`config.mk`:
```
export PLATFORM = sky130hd
export DESIGN_NAME = pfbm_host
export DESIGN_NICKNAME = d
export VERILOG_FILES = /design/src/logic/pfbm_timer.v /design/src/logic/pfbm_host.v
export VERILOG_INCLUDE_DIRS = /design/src /design/src/logic
export SDC_FILE = /design/constraint.sdc
export NUM_CORES = 1
export LEC_CHECK = 0
export BUFFER_PORTS_ARGS = -buffer_cell sky130_fd_sc_hd__buf_2
export CORE_UTILIZATION = 55
export CTS_BUF_LIST = sky130_fd_sc_hd__clkbuf_8
export DETAILED_ROUTE_END_ITERATION = 12
export PLACE_DENSITY_LB_ADDON = 0.2
export SLEW_MARGIN = 40
export SYNTH_ARGS = -nofsm -noshare
export SYNTH_HDL_FRONTEND = slang
export SYNTH_SLANG_ARGS = --single-unit
export TNS_END_PERCENT = 100
```
`constraint.sdc`:
```
create_clock -name ref_clk_i -period 3.7 [get_ports ref_clk_i]
set_input_delay 0.37 -clock ref_clk_i [delete_from_list [all_inputs] [get_ports ref_clk_i]]
set_output_delay 0.37 -clock ref_clk_i [all_outputs]
set_load 0.01 [all_outputs]
```
`src/logic/pfbm_consts.vh`:
```
// timing figures and address layout for the parallel flash bus host
`ifndef PFBM_CONSTS_VH
`define PFBM_CONSTS_VH

// --------------------------------------------------------------------------
// clock in megahertz and timing figures in nanoseconds
// --------------------------------------------------------------------------
`define PFBM_CLK_MHZ 250
`define PFBM_T_ACC_NS 100
`define PFBM_T_PAGE_NS 40
`define PFBM_T_RP_NS 500
`define PFBM_T_RH_NS 200
`define PFBM_T_WE_NS 50
`define PFBM_T_WSU_NS 20
`define PFBM_T_PROT_NS 100000

// --------------------------------------------------------------------------
// address layout
// --------------------------------------------------------------------------
`define PFBM_AW 22
`define PFBM_DW 16
`define PFBM_PAGE_LSB 2
`define PFBM_ID_BITS 7
`define PFBM_GRP_LSB 17
`define PFBM_GRP_W 5
`define PFBM_PROT_LOW 7'h02

// --------------------------------------------------------------------------
// host operation codes
// --------------------------------------------------------------------------
`define PFBM_OP_READ 3'h0
`define PFBM_OP_WRITE 3'h1
`define PFBM_OP_IDREAD 3'h2
`define PFBM_OP_PROTECT 3'h3
`define PFBM_OP_VERIFY 3'h4
`define PFBM_OP_RESET 3'h5
`define PFBM_OP_STANDBY 3'h6

`endif

```
`src/logic/pfbm_timer.v`:
```
// down counter that raises a one-cycle done pulse after a loaded number of cycles
module pfbm_timer #(
    parameter W = 16
) (
    // clock and reset
    input wire ref_clk_i,
    input wire reset_i,
    // load and completion
    input wire load_i,
    input wire [W-1:0] count_i,
    output reg done_o
);
    reg [W-1:0] cnt_reg;

    // a zero count never fires; the host always loads at least one
    always @(posedge ref_clk_i) begin
        if (reset_i) begin
            cnt_reg <= {W{1'b0}};
            done_o <= 1'b0;
        end else if (load_i) begin
            cnt_reg <= count_i;
            done_o <= 1'b0;
        end else begin
            done_o <= (cnt_reg == {{(W-1){1'b0}}, 1'b1});
            if (cnt_reg != {W{1'b0}}) begin
                cnt_reg <= cnt_reg - {{(W-1){1'b0}}, 1'b1};
            end
        end
    end
endmodule // pfbm_timer

```
`src/logic/pfbm_host.v`:
```
// host controller that drives a 16-bit parallel flash through its pins
//
// How it works
// - id mode: bit nine high voltage, low seven decode
// - command write: we low, ce low, oe high
// - protect: high voltage on bit nine and oe, we pulse
// - verify: pattern 0,0,0,1,0, data bit zero shows protection
// - reset low at least the minimum pulse time
// - wait release delay before reading after reset
`include "pfbm_consts.vh"

module pfbm_host #(
    parameter AW = `PFBM_AW,
    parameter DW = `PFBM_DW,
    parameter TW = 16,
    parameter PROT_CYC = ((`PFBM_T_PROT_NS * `PFBM_CLK_MHZ) + 999) / 1000
) (
    // clock and reset
    input wire ref_clk_i,
    input wire reset_i,
    // command port
    input wire req_i,
    input wire [2:0] op_i,
    input wire [AW-1:0] addr_i,
    input wire [DW-1:0] wdata_i,
    input wire unprotect_i,
    output wire ready_o,
    output reg done_o,
    output reg [DW-1:0] rdata_o,
    // flash pins
    output reg [AW-1:0] addr_o,
    output reg ce_n_o,
    output reg oe_n_o,
    output reg we_n_o,
    output reg reset_n_o,
    input wire [DW-1:0] dq_i,
    output reg [DW-1:0] dq_o,
    output reg dq_oe_n_o,
    // high voltage switch requests
    output reg address_bit_nine_hv_o,
    output reg oe_hv_o,
    output reg reset_hv_o
);
    // ----------------------------------------------------------------------
    // cycle counts
    // ----------------------------------------------------------------------
    // least times round up to whole cycles, never below one
    function [TW-1:0] ns2cyc;
        input integer ns;
        integer c;
        begin
            c = (ns * `PFBM_CLK_MHZ + 999) / 1000;
            if (c < 1) begin
                c = 1;
            end
            ns2cyc = c[TW-1:0];
        end
    endfunction

    localparam [TW-1:0] ACC_CYC = ns2cyc(`PFBM_T_ACC_NS);
    localparam [TW-1:0] PAGE_CYC = ns2cyc(`PFBM_T_PAGE_NS);
    localparam [TW-1:0] RP_CYC = ns2cyc(`PFBM_T_RP_NS);
    localparam [TW-1:0] RH_CYC = ns2cyc(`PFBM_T_RH_NS);
    localparam [TW-1:0] WE_CYC = ns2cyc(`PFBM_T_WE_NS);
    localparam [TW-1:0] WSU_CYC = ns2cyc(`PFBM_T_WSU_NS);
    localparam [TW-1:0] PROT_CNT = PROT_CYC[TW-1:0];

    // ----------------------------------------------------------------------
    // states
    // ----------------------------------------------------------------------
    localparam [7:0] S_IDLE = 8'h01;
    localparam [7:0] S_RST_LO = 8'h02;
    localparam [7:0] S_RST_HI = 8'h04;
    localparam [7:0] S_RD = 8'h08;
    localparam [7:0] S_WR_SU = 8'h10;
    localparam [7:0] S_WR_LO = 8'h20;
    localparam [7:0] S_WR_HI = 8'h40;
    localparam [7:0] S_PROT = 8'h80;

    reg [7:0] state_reg;
    reg tmr_load_reg;
    reg [TW-1:0] tmr_cnt_reg;
    reg page_open_reg;
    reg [AW-1:0] last_addr_reg;
    reg [2:0] op_reg;
    wire tmr_done;
    wire same_page;

    pfbm_timer #(.W(TW)) u_timer (
        .ref_clk_i(ref_clk_i),
        .reset_i(reset_i),
        .load_i(tmr_load_reg),
        .count_i(tmr_cnt_reg),
        .done_o(tmr_done)
    );

    // request accepted only in idle; busy work is interrupted only by reset_i
    assign ready_o = (state_reg == S_IDLE);
    // in-page read only while the last plain read left the chip selected
    assign same_page = page_open_reg &&
        (addr_i[AW-1:`PFBM_PAGE_LSB] == last_addr_reg[AW-1:`PFBM_PAGE_LSB]);

    // ----------------------------------------------------------------------
    // sequencer
    // ----------------------------------------------------------------------
    // after own reset the flash is pulsed into read mode before any request
    always @(posedge ref_clk_i) begin
        if (reset_i) begin
            state_reg <= S_RST_LO;
            tmr_load_reg <= 1'b1;
            tmr_cnt_reg <= RP_CYC;
            page_open_reg <= 1'b0;
            last_addr_reg <= {AW{1'b0}};
            op_reg <= `PFBM_OP_READ;
            done_o <= 1'b0;
            rdata_o <= {DW{1'b0}};
            addr_o <= {AW{1'b0}};
            ce_n_o <= 1'b1;
            oe_n_o <= 1'b1;
            we_n_o <= 1'b1;
            reset_n_o <= 1'b0;
            dq_o <= {DW{1'b0}};
            dq_oe_n_o <= 1'b1;
            address_bit_nine_hv_o <= 1'b0;
            oe_hv_o <= 1'b0;
            reset_hv_o <= 1'b0;
        end else begin
            tmr_load_reg <= 1'b0;
            done_o <= 1'b0;
            // high voltage on reset only while reset is released
            reset_hv_o <= unprotect_i && reset_n_o;
            case (state_reg)
                S_IDLE: begin
                    if (req_i) begin
                        op_reg <= op_i;
                        tmr_load_reg <= 1'b1;
                        case (op_i)
                            `PFBM_OP_READ, `PFBM_OP_IDREAD, `PFBM_OP_VERIFY: begin
                                // address held stable afterwards lets the flash nap
                                addr_o <= addr_i;
                                ce_n_o <= 1'b0;
                                oe_n_o <= 1'b0;
                                we_n_o <= 1'b1;
                                dq_oe_n_o <= 1'b1;
                                address_bit_nine_hv_o <= (op_i != `PFBM_OP_READ);
                                oe_hv_o <= 1'b0;
                                if (op_i == `PFBM_OP_IDREAD) begin
                                    // only the low seven bits pick the id word
                                    addr_o <= {{(AW-`PFBM_ID_BITS){1'b0}},
                                        addr_i[`PFBM_ID_BITS-1:0]};
                                end else if (op_i == `PFBM_OP_VERIFY) begin
                                    addr_o <= {addr_i[AW-1:`PFBM_ID_BITS], `PFBM_PROT_LOW};
                                end
                                tmr_cnt_reg <= (op_i == `PFBM_OP_READ && same_page) ?
                                    PAGE_CYC : ACC_CYC;
                                state_reg <= S_RD;
                            end
                            `PFBM_OP_WRITE, `PFBM_OP_PROTECT: begin
                                // oe goes high first so the flash lets go of the bus
                                page_open_reg <= 1'b0;
                                ce_n_o <= 1'b0;
                                oe_n_o <= 1'b1;
                                we_n_o <= 1'b1;
                                address_bit_nine_hv_o <= (op_i == `PFBM_OP_PROTECT);
                                oe_hv_o <= (op_i == `PFBM_OP_PROTECT);
                                if (op_i == `PFBM_OP_PROTECT) begin
                                    addr_o <= {addr_i[AW-1:`PFBM_ID_BITS], `PFBM_PROT_LOW};
                                end else begin
                                    addr_o <= addr_i;
                                end
                                dq_o <= wdata_i;
                                tmr_cnt_reg <= WSU_CYC;
                                state_reg <= S_WR_SU;
                            end
                            `PFBM_OP_RESET: begin
                                page_open_reg <= 1'b0;
                                ce_n_o <= 1'b1;
                                oe_n_o <= 1'b1;
                                dq_oe_n_o <= 1'b1;
                                address_bit_nine_hv_o <= 1'b0;
                                oe_hv_o <= 1'b0;
                                reset_n_o <= 1'b0;
                                reset_hv_o <= 1'b0;
                                tmr_cnt_reg <= RP_CYC;
                                state_reg <= S_RST_LO;
                            end
                            default: begin
                                // standby: chip deselected with reset high
                                page_open_reg <= 1'b0;
                                ce_n_o <= 1'b1;
                                oe_n_o <= 1'b1;
                                address_bit_nine_hv_o <= 1'b0;
                                oe_hv_o <= 1'b0;
                                tmr_load_reg <= 1'b0;
                                done_o <= 1'b1;
                            end
                        endcase
                    end
                end
                S_RST_LO: begin
                    if (tmr_done) begin
                        reset_n_o <= 1'b1;
                        tmr_load_reg <= 1'b1;
                        tmr_cnt_reg <= RH_CYC;
                        state_reg <= S_RST_HI;
                    end
                end
                S_RST_HI: begin
                    // no read leaves idle until the release delay is over
                    if (tmr_done) begin
                        done_o <= 1'b1;
                        state_reg <= S_IDLE;
                    end
                end
                S_RD: begin
                    if (tmr_done) begin
                        rdata_o <= (op_reg == `PFBM_OP_VERIFY) ?
                            {{(DW-1){1'b0}}, dq_i[0]} : dq_i;
                        done_o <= 1'b1;
                        last_addr_reg <= addr_o;
                        // plain reads keep the page open; high voltage modes end it
                        page_open_reg <= (op_reg == `PFBM_OP_READ);
                        if (op_reg != `PFBM_OP_READ) begin
                            ce_n_o <= 1'b1;
                            oe_n_o <= 1'b1;
                            address_bit_nine_hv_o <= 1'b0;
                        end
                        state_reg <= S_IDLE;
                    end
                end
                S_WR_SU: begin
                    if (tmr_done) begin
                        // we falls after ce, so its fall latches the address
                        we_n_o <= 1'b0;
                        dq_oe_n_o <= (op_reg == `PFBM_OP_PROTECT);
                        tmr_load_reg <= 1'b1;
                        tmr_cnt_reg <= (op_reg == `PFBM_OP_PROTECT) ? PROT_CNT : WE_CYC;
                        state_reg <= S_WR_LO;
                    end
                end
                S_WR_LO: begin
                    if (tmr_done) begin
                        // we rises before ce, so its rise latches the data
                        we_n_o <= 1'b1;
                        tmr_load_reg <= 1'b1;
                        tmr_cnt_reg <= WSU_CYC;
                        state_reg <= (op_reg == `PFBM_OP_PROTECT) ? S_PROT : S_WR_HI;
                    end
                end
                S_WR_HI, S_PROT: begin
                    // address and data held past the we rise before letting go
                    if (tmr_done) begin
                        ce_n_o <= 1'b1;
                        dq_oe_n_o <= 1'b1;
                        address_bit_nine_hv_o <= 1'b0;
                        oe_hv_o <= 1'b0;
                        done_o <= 1'b1;
                        state_reg <= S_IDLE;
                    end
                end
                default: begin
                    state_reg <= S_IDLE;
                end
            endcase
        end
    end
endmodule // pfbm_host

```
* Word level (Yosys, flattened, before mapping)
Index checks and enable logic that the tools add are counted.
** Operators by class
- Reduce and logical (&&, ||, !) cells :: 39
- Mux-type cells :: 65
- Equality and inequality tests :: 30
- Add/sub/neg operators :: 1
** Operator list (number)
- 16-bit two-way mux :: 7
- 16-bit one-hot mux with 4 select lines :: 1
- 8-bit two-way mux :: 6
- 16-bit one-hot mux with 3 select lines :: 1
- 22-bit one-hot mux with 2 select lines :: 1
- 8-bit one-hot mux with 5 select lines :: 1
- 1-bit two-way mux :: 31
- 8-bit one-hot mux with 3 select lines :: 1
- 22-bit two-way mux :: 1
- 20-bit equality test :: 1
- 16-bit by 1-bit equality test with 1-bit output (second input constant) :: 1
- 16-bit nonzero test :: 1
- 16-bit by 1-bit subtractor with 16-bit output (second input constant) :: 1
- 15-bit two-way mux :: 1
- 5-bit AND reduction :: 3
- 3-bit nonzero test :: 5
- 7-bit two-way mux :: 2
- 2-bit by 1-bit != test with 1-bit output (second input constant) :: 7
- 1-bit one-hot mux with 2 select lines :: 7
- 1-bit one-hot mux with 3 select lines :: 4
- 4-bit AND reduction :: 3
- 6-bit AND reduction :: 2
- 2-bit != test (second input constant) :: 5
- 2-bit nonzero test :: 5
- other kinds (23) :: 37
** Storage, ports and cells
- Register bits :: 131
- Word-level logic and storage cells :: 155

* Depth between registers and ports, before layout
- Depth after elaboration :: 7
- Mapped depth :: 8
- Depth with buffers taken out :: 7

* By module
Synthesis repeated with hierarchy kept, for this count alone.
** Unflattened totals
- Cells, all modules :: 693
- Area total of the unflattened synthesis :: 5615.4 um^2
** By module, submodules not included
- pfbm_host :: area each 4544.4 um^2, instances 1, sequential area each 2082.0 um^2, cells an instance 568
- pfbm_timer :: area each 1071.0 um^2, instances 1, sequential area each 340.3 um^2, cells an instance 125

* Least setup slack after synthesis
OpenSTA, ideal clock, no wires.
- Path kind :: reg2reg
- From :: reg u_timer.cnt_reg[0]
- To :: reg u_timer.cnt_reg[8]
- Path buffers :: 0
- Library setup time :: 0.070 ns
- Cell stages (with the launch flop) :: 8
- Data required time :: 3.630 ns
- Path slack :: 1.768 ns
- Arrival time :: 1.861 ns
- Cell sequence :: dfxtp_1 > inv_1 > ha_1 > or4b_2 > o31ai_1 > o21ai_0 > a21o_1 > a21oi_1
** On the way
- Cells in the longest elaborated chain, start to end :: 3
** Ends and longest elaborated chain
- start: declaration :: line pfbm_timer.v:13 : reg [W-1:0] cnt_reg;
- start signal: assignment :: line pfbm_timer.v:18 : cnt_reg <= {W{1'b0}};
- start signal: assignment :: line pfbm_timer.v:21 : cnt_reg <= count_i;
- start signal: assignment :: line pfbm_timer.v:26 : cnt_reg <= cnt_reg - {{(W-1){1'b0}}, 1'b1};
- 16-bit by 1-bit subtractor with 16-bit output :: line pfbm_timer.v:26
- 16-bit two-way mux :: line pfbm_timer.v:25 : if (cnt_reg != {W{1'b0}}) begin
- 16-bit two-way mux :: line pfbm_timer.v:20 : end else if (load_i) begin
Several ways; a longest one is shown, not always the timed one. The select of a mux whose other input is x is not followed.
A chain may end at the register's enable or synchronous reset.

* Worst setup path after layout
- From :: reg state_reg[2]
- To :: out ready_o
** On the way
- Cells in the longest elaborated chain, start to end :: 1
** Ends and longest elaborated chain
- start: declaration :: line pfbm_host.v:80 : reg [7:0] state_reg;
- start signal: assignment :: line pfbm_host.v:247 : state_reg <= (op_reg == `PFBM_OP_PROTECT) ? S_PROT : S_WR_HI;
- 8-bit by 1-bit equality test with 1-bit output :: line pfbm_host.v:98 : assign ready_o = (state_reg == S_IDLE);
- end: declaration :: line pfbm_host.v:27 : output wire ready_o,
No other way between the ends.

==> summary.json <==
{
  "sta": {
    "max_slew_margin_pct": 47.4,
    "timing_worst_slew_pin_value_ns": 0.789,
    "timing.fmax_mhz": 425,
    "post-route-period-util_pct": 63.6,
    "worst_hold_slack_ns": 0.164,
    "rsz0062_at_grt": "no",
    "timing.final.crit_period_ns": 2.35,
    "setup_tns_ns": 0,
    "report.final.hold_viol_count": 0,
    "drv_slew": 0,
    "setup-violations-final": 0,
    "worst_clock_skew_ns": 0.0116
  },
  "power": {
    "power.static_leakage_nw": 2.71,
    "cellPowerDensity_nw_per_um2": 569,
    "worst_ir_drop_on_vdd_uv": 315
  },
  "global_route": {
    "global_route.usage.total_pct": 29.3,
    "grt_first_pass_wirelength_um": 23700,
    "grt_remaining_overflow": 0,
    "first_global_vias": 5006,
    "antenna_found_initial": 0,
    "grt_start_max_net_pins": 78
  },
  "synthesis": {
    "ys.flop_type": "dfxtp_1",
    "synthesis.yosys.warnings": 0,
    "synth.lib_cells_used.distinct": 68,
    "seq_total_area_yosys_pct": 43.4,
    "synth.ff_latch_count": 121,
    "count_of_flip_flops_with_a_built_in_enable_after_synthesis": 0,
    "synth.avg_cell_area_um2": 8.20,
    "ys_async_sr_fraction_pct": 0,
    "total_standard_cell_area_after_synthesis_um2": 5590,
    "synth_nets": 745,
    "postSynthCellCount": 681
  },
  "floorplanning": {
    "design.die.area_um2": 10600,
    "core_region_area_um2": 9820,
    "rows": 36,
    "die_height_um": 103,
    "ios": 125,
    "die_w_um": 103,
    "initial_core_util_pct": 56.9
  },
  "detailed_routing": {
    "routed-via-count": 5363,
    "route.detailed.wl_per_inst_um": 15.5,
    "detailedRoute.firstPassIterationCount": 5,
    "number_of_remaining_drc_errors": 0,
    "routed_vias_inst": 5.74,
    "postRouteAntennaNets": 0,
    "initialDrtViolationCount": 327,
    "routed_wl_um": 14500
  },
  "final_layout": {
    "multi_input_comb_area_um2": 2940,
    "layout-drive-gt1-share_pct": 23.1,
    "flow.area_growth_from_synthesis_pct": 19.5,
    "nets": 852,
    "seq_area_um2": 2420,
    "largest_register_ffs": 22,
    "fillerInstances": 854,
    "antenna_cells_inserted": 0
  },
  "job": {
    "max_cap_violations": 0
  },
  "worst_setup_path": {
    "crit_chain": "nor4_4 -> nand3_2 -> inv_2 -> buf_2",
    "critPathBufInv": 2,
    "end_kind": "output port",
    "critical_path_cell_count": 4,
    "worst-endpoint-arrival_ns": 1.98,
    "timing.critical_path.fanout_max": 11,
    "reg2regPathDepth": 5,
    "worst-setup-path-type": "register to output port",
    "cpLargestDelayFamily": "simple AND/OR/NAND/NOR gates",
    "worst_setup_path_start_kind": "register",
    "worst_ep_required_time_ns": 3.33,
    "cpMaxStageDelayCell": "dfxtp_1",
    "timing.critical_path.slowest_cell_delay_ns": 0.43
  },
  "clocking": {
    "cts_post_setup_buffers_inserted": 0,
    "clkTransAtPathRegs_ns": 0.08,
    "cts_bufs_inserted": 17,
    "clock_latency_ns": 0.44,
    "clock_sink_count": 121,
    "post_cts.resized_instances": 0,
    "cts_root_buffer": "clkbuf_8",
    "cts_tree": "done",
    "count_of_hold_buffers_inserted_by_post_cts_repair": 0,
    "cts.htree.levels": 4,
    "maximum_number_of_buffers_from_clock_root_to_sink": 2
  },
  "min_path": {
    "timing.hold.worst.class": "input pin to register",
    "worst_hold_path.num_cells": 3
  },
  "placed_design": {
    "post-dp-hpwl_um": 9920,
    "portBuffers": 124,
    "gp_routability_congestion": 0.912
  },
  "outcome": {
    "run_status": "completed"
  }
}
kinds of logic (layout without fill, tap and decap cells):
logic type      Yosys count  count (layout)  synth area share (%)
compound gates          147             147                  15.5
xor+xnor                 35              35                  5.49
fa+ha+maj                 3               3                 0.672
buf+inv                  54             174                  4.26
flops                   121             121                  43.4
mux                      22              22                  3.94
simple gates            299             299                  26.8
where the power goes:
group | total [W] | internal [W] | switching (W) | leakage [nW]
Sequential | 0.00152 | 0.00140 | 0.000121 | 0.979
Combinational | 0.000994 | 0.000406 | 0.000588 | 1.50
Clock | 0.00128 | 0.000703 | 0.000581 | 0.223
Total | 0.00380 | 0.00251 | 0.00129 | 2.71
placed cells by master, fill, tap and decap left out, types with 8 or more instances in the layout:
cell / n
o21ai_0: 21
nor2b_1: 8
nor3_1: 8
nor2_1: 49
inv_1: 11
or3_1: 9
nand2_1: 109
nand4_1: 12
buf_2: 123
a21oi_1: 86
dfxtp_1: 121
mux2i_1: 22
nor4_1: 17
nand3_1: 44
xor2_1: 29
clkbuf_8: 18
synthesized netlist by cell type, drive strengths merged (4+ instances only):
library cell	number	area share [%]
a21oi	86	7.7
and2	5	0.56
and3	4	0.45
buf	15	1.6
clkbuf	27	1.8
dfxtp	121	43
inv	11	0.74
mux2i	22	3.9
nand2	109	7.3
nand3	47	4.5
nand4	13	1.6
nor2	50	3.5
nor2b	8	0.90
nor3	9	0.90
nor3b	4	0.54
nor4	19	2.5
o21ai	22	2.0
o22ai	6	0.67
or2	6	0.67
or3	9	1.0
xnor2	6	0.94
xor2	29	4.5
final cells by class:
class	count	area share [%]
inverter	12	0.675
timing repair buffer	130	10.0
clock inverter	14	2.75
multi-input combinational	506	44.1
clock buffer	18	3.71
sequential	121	36.3
tap	133	2.49
per-stage QoR:
step                      power [W]  area, um2  setup WS (ns)  utilization, %  instances
after floorplan             0.00227       5590           1.77               -        681
after global placement      0.00249       6230           1.30            63.4        902
after detailed placement    0.00252       6230           1.22            63.5        902
after CTS                   0.00380       6670           1.19            67.9        934
after global routing        0.00400       6680           1.19            68.0        934
final                       0.00380       6680           1.35            68.0        934
worst min-delay path, stage by stage:
cell and delay, ns:
buf_2 0.07, mux2i_1 0.05, nor2_1 0.07
metal layers:
metal	vias up	track usage (%)	wire length (um)
met2	196	47.1	6980
met3	21	7.93	983
li1	2610	-	-
met4	0	11.6	169
met5	-	0	0
met1	2536	37.3	6380
final timing paths:
| kind | from | to | slack, ns |
|---|---|---|---|
| hold / removal | wdata_i[13] | dq_o[13] | 0.16 |
| setup reg to reg | state_reg[3] | tmr_cnt_reg[6] | 1.36 |
| hold reg to reg | rdata_o[12] | rdata_o[12] | 0.45 |
| setup / recovery | state_reg[2] | ready_o | 1.35 |
(Power assumes the default switching activity.)
